### src/hw/ptd_pkg.sv
// package for the test, diagnostic and led register bank
package ptd_pkg;
   // register addresses
   localparam logic [8:0] A_TBT   = 9'h01a;
   localparam logic [8:0] A_BC1   = 9'h01b;
   localparam logic [8:0] A_BC2   = 9'h01c;
   localparam logic [8:0] A_CDC   = 9'h01e;
   localparam logic [8:0] A_RST   = 9'h01f;
   localparam logic [8:0] A_MLED  = 9'h025;
   localparam logic [8:0] A_COMP  = 9'h027;
   localparam logic [8:0] A_D101  = 9'h101;
   localparam logic [8:0] A_D10A  = 9'h10a;
   localparam logic [8:0] A_D123  = 9'h123;
   localparam logic [8:0] A_D130  = 9'h130;
   localparam logic [8:0] A_CDS   = 9'h170;
   localparam logic [8:0] A_BSTAT = 9'h001;
   localparam logic [8:0] A_PSTS  = 9'h010;
   // writable masks (reserved bits excluded)
   localparam logic [15:0] M_TBT  = 16'h3e81;
   localparam logic [15:0] M_BC2  = 16'h07ff;
   localparam logic [15:0] M_MLED = 16'h0279;
   localparam logic [15:0] M_COMP = 16'h000f;
   localparam logic [15:0] M_D101 = 16'hff9f;
   localparam logic [15:0] M_D123 = 16'h7fff;
   localparam logic [15:0] M_D130 = 16'h7fff;
   localparam logic [15:0] M_CDS  = 16'h7770;
   // reset values
   localparam logic [7:0]  R_GAP  = 8'h7d;
   localparam logic [15:0] R_BC2  = 16'h05ee;
   localparam logic [15:0] R_MLED = 16'h0041;
   localparam logic [15:0] R_D101 = 16'h2082;
   localparam logic [15:0] R_D10A = 16'h2040;
   localparam logic [15:0] R_D123 = 16'h051c;
   localparam logic [15:0] R_D130 = 16'h4f28;
   localparam logic [15:0] R_CDS  = 16'h0c12;
   // field positions
   localparam int B_THR = 13;
   localparam int B_SQH = 12;
   localparam int B_SQL = 9;
   localparam int B_NLP = 7;
   localparam int B_POL = 4;
   localparam int B_JAB = 0;
   localparam int B_FRZ = 15;
   localparam int B_START = 15;
   localparam int B_RESCAL = 14;
   localparam int B_HRST = 15;
   localparam int B_DRST = 14;
   localparam int B_SWAP = 9;
   localparam int B_SRCH = 6;
   localparam int B_SRCL = 3;
   localparam int B_ROUTE = 0;
   // led source codes
   localparam logic [3:0] L_LOST = 4'hd;
   localparam logic [3:0] L_PRBS = 4'he;
   localparam logic [7:0] CNT_MAX = 8'hff;
   // length of the internal restart pulse, cycles
   localparam logic [3:0] RESTART_CYC = 4'h8;

   // management access
   typedef struct packed {
      logic        rd;
      logic        wr;
      logic [8:0]  addr;
      logic [15:0] wdata;
   } ptd_mgmt_t;

   // led status inputs from the datapath
   typedef struct packed {
      logic link;
      logic rxtx_act;
      logic tx_act;
      logic rx_act;
      logic col;
      logic spd100;
      logic fdx;
      logic stretch;
      logic mii_link;
      logic lpi;
      logic mii_err;
   } ptd_led_in_t;

   // control word to the analog and test logic
   typedef struct packed {
      logic       lower_thr;
      logic [3:0] squelch;
      logic       link_pulse_off;
      logic       jabber_off;
      logic [7:0] gap_len;
      logic [10:0] pkt_len;
      logic       diag_run;
      logic       rescal;
      logic [3:0] test10_pat;
      logic [4:0] test100_zeros;
      logic       test100_clear;
   } ptd_ctrl_t;

   // cable diagnostic state
   typedef enum logic [1:0] {
      CD_IDLE = 2'b00,
      CD_RUN  = 2'b01,
      CD_DONE = 2'b11
   } ptd_cd_t;

   // module state apart from the strap and blink registers
   typedef struct packed {
      logic [15:0] tbt;
      logic        pol;
      logic [7:0]  err_cnt;
      logic [7:0]  err_frz;
      logic [7:0]  gap;
      logic [15:0] bc2;
      logic        start;
      logic        rescal;
      logic        done;
      logic        fail;
      ptd_cd_t     cd;
      logic [15:0] mled;
      logic [15:0] comp;
      logic [15:0] d101;
      logic [15:0] d10a;
      logic [15:0] d123;
      logic [15:0] d130;
      logic [15:0] cds;
      logic [3:0]  rst_cnt;
      logic        lost;
      logic        prbs_hit;
      logic        link_q;
      logic        wrap_pulse;
      logic [15:0] rdata;
      logic        led;
   } ptd_state_t;
endpackage

### src/hw/ptd_regs.sv
// register bank for 10base-t tuning, self test, cable diag and led
`timescale 1ns/1ps
module ptd_regs (
   // clock and reset
   input  wire  logic              clk,
   input  wire  logic              rst_b,
   // management access
   input  wire  ptd_pkg::ptd_mgmt_t mgmt,
   output logic [15:0]             rdata,
   // datapath status
   input  wire  logic              inv_pol_evt,
   input  wire  logic              prbs_err,
   input  wire  logic              wrap_mode,
   input  wire  logic              mode_10te,
   input  wire  logic              diag_done,
   input  wire  logic              diag_fail,
   input  wire  logic              test10_en,
   input  wire  logic              test100_en,
   input  wire  logic              test100_ext,
   input  wire  ptd_pkg::ptd_led_in_t led_in,
   input  wire  logic              col_strap,
   // outputs
   output ptd_pkg::ptd_ctrl_t      ctrl,
   output logic                    main_phy_status_pol,
   output logic                    err_wrap_pulse,
   output logic                    device_reset_b,
   output logic                    circuit_restart,
   output logic                    first_led_pin
);
   import ptd_pkg::*;

   ptd_state_t s;        // current state
   ptd_state_t next_s;   // next state
   logic       strap_q1; // strap sync stage one
   logic       strap_q2; // strap sync stage two
   logic       strap_lat;  // latched strap
   logic       strap_done; // strap has been captured
   logic       soft_rst;   // soft hard reset request
   logic       blink;      // slow blink toggle
   logic [19:0] blink_cnt; // blink divider

   // multifunction led source decode
   function automatic logic led_src(input logic [3:0] sel, input ptd_led_in_t li,
                                    input logic lost, input logic prbs, input logic bl);
      case (sel)
         4'h0: led_src = li.link;
         4'h1: led_src = li.rxtx_act;
         4'h2: led_src = li.tx_act;
         4'h3: led_src = li.rx_act;
         4'h4: led_src = li.col;
         4'h5: led_src = li.spd100;
         4'h6: led_src = ~li.spd100;
         4'h7: led_src = li.fdx;
         4'h8: led_src = li.link & ~(li.rxtx_act & bl);
         4'h9: led_src = li.stretch;
         4'ha: led_src = li.mii_link;
         4'hb: led_src = li.lpi;
         4'hc: led_src = li.mii_err;
         4'hd: led_src = lost;
         4'he: led_src = prbs;
         default: led_src = 1'b0;
      endcase
   endfunction

   // strap synchroniser, then capture once after reset release
   always_ff @(posedge clk) begin
      strap_q1 <= col_strap;
      strap_q2 <= strap_q1;
      // soft hard reset re-captures the strap just as the pin does
      if (!rst_b || soft_rst) begin
         strap_done <= 1'b0;
         strap_lat  <= 1'b1;
      end else if (!strap_done) begin
         strap_done <= 1'b1;
         strap_lat  <= strap_q2;
      end
   end

   // blink divider
   always_ff @(posedge clk) begin
      if (!rst_b || soft_rst) begin
         blink_cnt <= 20'h00000;
         blink     <= 1'b0;
      end else begin
         blink_cnt <= blink_cnt + 20'h00001;
         if (blink_cnt == 20'hfffff) begin
            blink <= ~blink;
         end
      end
   end

   // next state logic
   always_comb begin
      logic [15:0] rd;
      logic        wr_tbt;
      logic        rd_tbt;
      rd     = 16'h0000;
      wr_tbt = mgmt.wr && mgmt.addr == A_TBT;
      rd_tbt = mgmt.rd && mgmt.addr == A_TBT;
      next_s = s;
      next_s.wrap_pulse = 1'b0;
      soft_rst = 1'b0;
      if (wr_tbt) begin
         next_s.tbt = mgmt.wdata & M_TBT;
      end
      if (mgmt.wr && mgmt.addr == A_BC2) begin
         next_s.bc2 = mgmt.wdata & M_BC2;
      end
      if (mgmt.wr && mgmt.addr == A_MLED) begin
         next_s.mled = mgmt.wdata & M_MLED;
      end
      if (mgmt.wr && mgmt.addr == A_COMP) begin
         next_s.comp = mgmt.wdata & M_COMP;
      end
      if (mgmt.wr && mgmt.addr == A_D101) begin
         next_s.d101 = mgmt.wdata & M_D101;
      end
      if (mgmt.wr && mgmt.addr == A_D10A) begin
         next_s.d10a = mgmt.wdata;
      end
      if (mgmt.wr && mgmt.addr == A_D123) begin
         next_s.d123 = mgmt.wdata & M_D123;
      end
      if (mgmt.wr && mgmt.addr == A_D130) begin
         next_s.d130 = mgmt.wdata & M_D130;
      end
      if (mgmt.wr && mgmt.addr == A_CDS) begin
         next_s.cds = mgmt.wdata & M_CDS;
      end
      // polarity cleared by control read, event wins
      if (rd_tbt) begin
         next_s.pol = 1'b0;
      end
      if (inv_pol_evt) begin
         next_s.pol = 1'b1;
      end
      if (prbs_err) begin
         if (s.err_cnt == CNT_MAX) begin
            if (wrap_mode) begin
               next_s.err_cnt    = 8'h00;
               next_s.wrap_pulse = 1'b1;
            end
         end else begin
            next_s.err_cnt = s.err_cnt + 8'h01;
         end
         next_s.prbs_hit = 1'b1;
      end
      if (mgmt.wr && mgmt.addr == A_BC1) begin
         next_s.gap = mgmt.wdata[7:0];
         if (mgmt.wdata[B_FRZ]) begin
            next_s.err_frz  = s.err_cnt;
            next_s.err_cnt  = 8'h00;
            next_s.prbs_hit = 1'b0;
         end
      end
      if (mgmt.wr && mgmt.addr == A_CDC) begin
         next_s.rescal = mgmt.wdata[B_RESCAL];
         if (mgmt.wdata[B_START] && s.cd != CD_RUN) begin
            next_s.start = 1'b1;
            next_s.done  = 1'b0;
            next_s.fail  = 1'b0;
            next_s.cd    = CD_RUN;
         end
      end
      case (s.cd)
         CD_IDLE: begin
            next_s.cd = next_s.cd;
         end
         CD_RUN: begin
            if (diag_done) begin
               next_s.done  = 1'b1;
               next_s.fail  = diag_fail;
               next_s.start = 1'b0;
               next_s.cd    = CD_DONE;
            end
         end
         CD_DONE: begin
            next_s.cd = next_s.cd;
         end
         default: begin
            next_s.cd = CD_IDLE;
         end
      endcase
      if (s.rst_cnt != 4'h0) begin
         next_s.rst_cnt = s.rst_cnt - 4'h1;
      end
      if (mgmt.wr && mgmt.addr == A_RST) begin
         soft_rst = mgmt.wdata[B_HRST];
         if (mgmt.wdata[B_DRST]) begin
            next_s.rst_cnt = RESTART_CYC;
         end
      end
      // link lost held until status read
      next_s.link_q = led_in.link;
      if (mgmt.rd && mgmt.addr == A_BSTAT) begin
         next_s.lost = 1'b0;
      end
      if (s.link_q && !led_in.link) begin
         next_s.lost = 1'b1;
      end
      // read mux
      case (mgmt.addr)
         A_TBT:  rd = s.tbt | (16'(s.pol) << B_POL);
         A_BC1:  rd = {s.err_frz, s.gap};
         A_BC2:  rd = s.bc2;
         A_CDC:  rd = {s.start, s.rescal, 12'h000, s.done, s.fail};
         A_RST:  rd = 16'h0000;
         A_MLED: rd = s.mled;
         A_COMP: rd = s.comp;
         A_D101: rd = s.d101;
         A_D10A: rd = s.d10a;
         A_D123: rd = s.d123;
         A_D130: rd = s.d130;
         A_CDS:  rd = s.cds;
         default: rd = 16'h0000;
      endcase
      if (mgmt.rd) begin
         next_s.rdata = rd;
      end
      if (s.mled[B_ROUTE]) begin
         next_s.led = led_src(s.mled[B_SRCH:B_SRCL], led_in, s.lost, s.prbs_hit, blink);
      end else begin
         next_s.led = led_in.link;
      end
   end

   // state register; soft hard reset acts like the pin
   always_ff @(posedge clk) begin
      if (!rst_b || soft_rst) begin
         s      <= '0;
         s.gap  <= R_GAP;
         s.bc2  <= R_BC2;
         s.mled <= R_MLED;
         s.d101 <= R_D101;
         s.d10a <= R_D10A;
         s.d123 <= R_D123;
         s.d130 <= R_D130;
         s.cds  <= R_CDS;
         s.cd   <= CD_IDLE;
      end else begin
         s <= next_s;
      end
   end

   // outputs
   always_comb begin
      ctrl = '0;
      ctrl.lower_thr      = s.tbt[B_THR];
      ctrl.squelch        = s.tbt[B_SQH:B_SQL];
      ctrl.link_pulse_off = s.tbt[B_NLP];
      ctrl.jabber_off     = s.tbt[B_JAB] & mode_10te;
      ctrl.gap_len        = s.gap;
      ctrl.pkt_len        = s.bc2[10:0];
      ctrl.diag_run       = s.start;
      ctrl.rescal         = s.rescal;
      ctrl.test10_pat     = test10_en ? s.comp[3:0] : 4'h0;
      ctrl.test100_zeros  = test100_en ? {test100_ext, s.comp[3:0]} : 5'h00;
      ctrl.test100_clear  = test100_en && {test100_ext, s.comp[3:0]} == 5'h00;
   end

   assign rdata               = s.rdata;
   assign main_phy_status_pol = s.pol;
   assign err_wrap_pulse      = s.wrap_pulse;
   assign device_reset_b      = rst_b & ~soft_rst;
   assign circuit_restart     = s.rst_cnt != 4'h0;
   // strap polarity with swap; pull-up means active low
   assign first_led_pin = s.led ^ strap_lat ^ s.mled[B_SWAP];
endmodule

### config.mk
export PLATFORM = sky130hd
export DESIGN_NAME = ptd_regs
export DESIGN_NICKNAME = d
export VERILOG_FILES = /design/src/hw/ptd_pkg.sv /design/src/hw/ptd_regs.sv
export SDC_FILE = /design/constraint.sdc
export NUM_CORES = 1
export LEC_CHECK = 0
export ABC_AREA = 1
export BUFFER_PORTS_ARGS = -buffer_cell sky130_fd_sc_hd__buf_2
export CAP_MARGIN = 30
export CORE_MARGIN = 2
export CORE_UTILIZATION = 45
export CTS_BUF_LIST = sky130_fd_sc_hd__clkbuf_8
export DETAILED_ROUTE_END_ITERATION = 16
export PLACE_DENSITY = 0.68
export SLEW_MARGIN = 20
export SYNTH_ARGS = -nofsm -noshare
export SYNTH_HDL_FRONTEND = slang
export SYNTH_SLANG_ARGS = --single-unit
### constraint.sdc
create_clock -name clk -period 6 [get_ports clk]
set_clock_uncertainty 0.15 [all_clocks]
set_input_delay 1.8 -clock clk [delete_from_list [all_inputs] [get_ports clk]]
set_output_delay 1.8 -clock clk [all_outputs]
set_load 0.03 [all_outputs]
==> qor.csv <==
metric,value,unit
status,"complete, no violations",
async_reset_ff_share,0,%
yosys_warnings,0,
leakagePower,4.158,nW
antenna_found_initial,1,
worstSetupPathType,input port to output pin,
wirelength,25.15,mm
grt_pass1_vias,7231,
fin_area,0.009479,mm2
synth_edf_count,0,
pin_count,109,
die_w,142.6,um
clock_sinks,179,
slowest_stage,buf_4,
syn_area_per_cell,7.034,um2
insertion_delay,480,ps
drtAntennaViolNets,0,
synthFlopType,dfxtp_1,
synth_area,0.008645,mm2
via_count,8161,
cts_root_buf,clkbuf_8,
worst-endpoint-arrival,2830,ps
cp_common_cell,buf_2,
clockBufferDepth,2,
htree_num_levels,4,
rows,50,
cts_tree,yes,
finalHoldViolCount,0,
synth_seq_area_share,41.45,%
relSlewSlack,34.44,%
cts_inserted_buffers,17,
power_density,250.2,mW/mm2
areaGrowthSynthToFinish,9.654,%
dr.pass1.iters,5,
period_needed,4781,ps
crit_required,4050,ps
synth_cells,1229,
total_power,2.372,mW
maxCapViolCount,0,
ys_ff_latch,179,
route.detailed.drc,0,
cts_resized,0,
synth.distinct_cells,39,
drt_iter0_drc,655,
ff_latch_area,0.003583,mm2
syn_nets,1284,
grt_max_degree,99,
irDropWorstVdd,0.0001603,V
synth_top_area_share,41.45,%
path_max_fanout,16,
io_buffers,108,
worst_pin_slew,983.4,ps
setup_viol_count_final,0,
post_cts_buffers,0,
rsz0062_at_grt,no,
final_cell_mix,"nand2_1, dfxtp_1, inv_1",
grt-ovfl-total,0,
fin_nets,1333,
fmax,0.2092,GHz
crit_path_end_kind,output pin,
die_area,0.02033,mm2
layout_commonest_cell,nand2_1,
start_util,46.06,%
vias_per_cell,5.348,
path_cells,buf_2 -> inv_1 -> nand2_1 -> nor2_1 -> buf_4 -> nand4_1 -> nand2_2 -> inv_2 -> buf_2,
slew_violations,0,
grtUsageTotal,24.87,%
gp_congestion,0.9498,
clkTransAtPathRegs,80,ps
place_area,0.008989,mm2
fill_cells,1935,
hold_path.class,flop to flop,
core-area,0.01877,mm2
finalCritPeriodShare,79.68,%
drive_gt1_share,14.56,%
cts-hold-fix-buffers,0,
multi_input_area,0.003929,mm2
chipHeight,142.6,um
synth_top_cell_by_area,dfxtp_1,
wire_per_inst,16.48,um
start_kind,input port,
cp_slowest_stage_delay,210,ps
synthTopCellsByArea,"dfxtp_1, nand2_1, a21oi_1, inv_1, nand3_1",
fin_setup_tns,0,ps
dp.final_hpwl,17.96,mm
grt_pass1_wl,38.85,mm
## critical path, delay by kind of cell
family / cells / cell delay [ps]
buffers and inverters: 5 / 630
AND/OR/NAND/NOR: 4 / 410
## final cells by class
type | count | area share [%]
diodes | 1 | 0.02640
clock buffers | 21 | 3.049
clock inverters | 11 | 1.822
inverters | 149 | 5.913
multi-input cells | 810 | 41.45
flip-flops and latches | 179 | 37.80
well taps | 234 | 3.089
repair buffers | 121 | 6.851
## cells in the mapped netlist, types with 5 or more instances
cell and count:
o21ai_0 73, clkbuf_1 14, nand4_1 29, o21ai_1 23, xor2_1 6, inv_1 140
o21a_1 9, a21oi_1 124, nand2_1 243, nor2_2 6, buf_2 25, nor3_1 18
inv_2 8, dfxtp_1 179, o211ai_1 25, nand2_2 6, ha_1 5, nor2_1 111
buf_4 47, nand3_1 100
## flip-flops by register name (all words and copies together) (netlist names)
name and count:
strap_q1 1, blink 1, blink_cnt 20, ctrl 27, s 109, main_phy_status_pol 1, err_wrap_pulse 1, strap_done 1
rdata 16, strap_q2 1, strap_lat 1
## power breakdown
group	leakage [nW]	switching, mW	internal (mW)	total, mW
Combinational	2.47	0.144	0.0617	0.205
Clock	0.238	0.447	0.501	0.948
Sequential	1.45	0.0121	1.21	1.22
## per-stage QoR
stage | util [%] | setup slack, ps | hold slack, ps | std cells
floorplan | - | 1191 | 159.6 | 1229
global placement | 47.81 | 1263 | 161.5 | 1489
detailed placement | 47.89 | 1248 | 185.4 | 1490
CTS | 50.35 | 1236 | 204.5 | 1522
global route | 50.51 | 1130 | 214.4 | 1526
finish | 50.51 | 1219 | 200.5 | 1526
## cells by family (layout without fill, tap and decap cells)
| group | after synthesis | after routing | synth area share (%) |
|---|---|---|---|
| AOI/OAI and AO/OA | 264 | 264 | 16.60 |
| xor gates and xnor gates | 9 | 9 | 0.9119 |
| adders and majority gates | 5 | 5 | 0.7237 |
| buffers and inverters | 240 | 302 | 13.10 |
| DFF | 179 | 179 | 41.45 |
| muxes | 1 | 1 | 0.1158 |
| other | 0 | 1 | 0 |
| and+or+nand+nor | 531 | 531 | 27.10 |
## per-layer routing
metal | track usage, % | up-vias | wire length [um]
met5 | 0 | - | 0
met4 | 10.73 | 0 | 952
met3 | 5.316 | 51 | 2011
met2 | 39.30 | 329 | 11450
met1 | 32.83 | 3687 | 10730
li1 | - | 4094 | -
## path summary, 6_finish.rpt
check,slack (ps),cells past startpoint,start,end
setup / recovery,1220,9,mgmt[21],device_reset_b
hold / removal,200,0,strap_q1$_DFF_P_,strap_q2$_DFF_P_
setup reg to reg,3980,10,blink_cnt[0]$_SDFF_PN0_,blink$_SDFFE_PN0N_
hold reg to reg,200,0,strap_q1$_DFF_P_,strap_q2$_DFF_P_
Note: power is estimated with default switching activity, not from simulation.
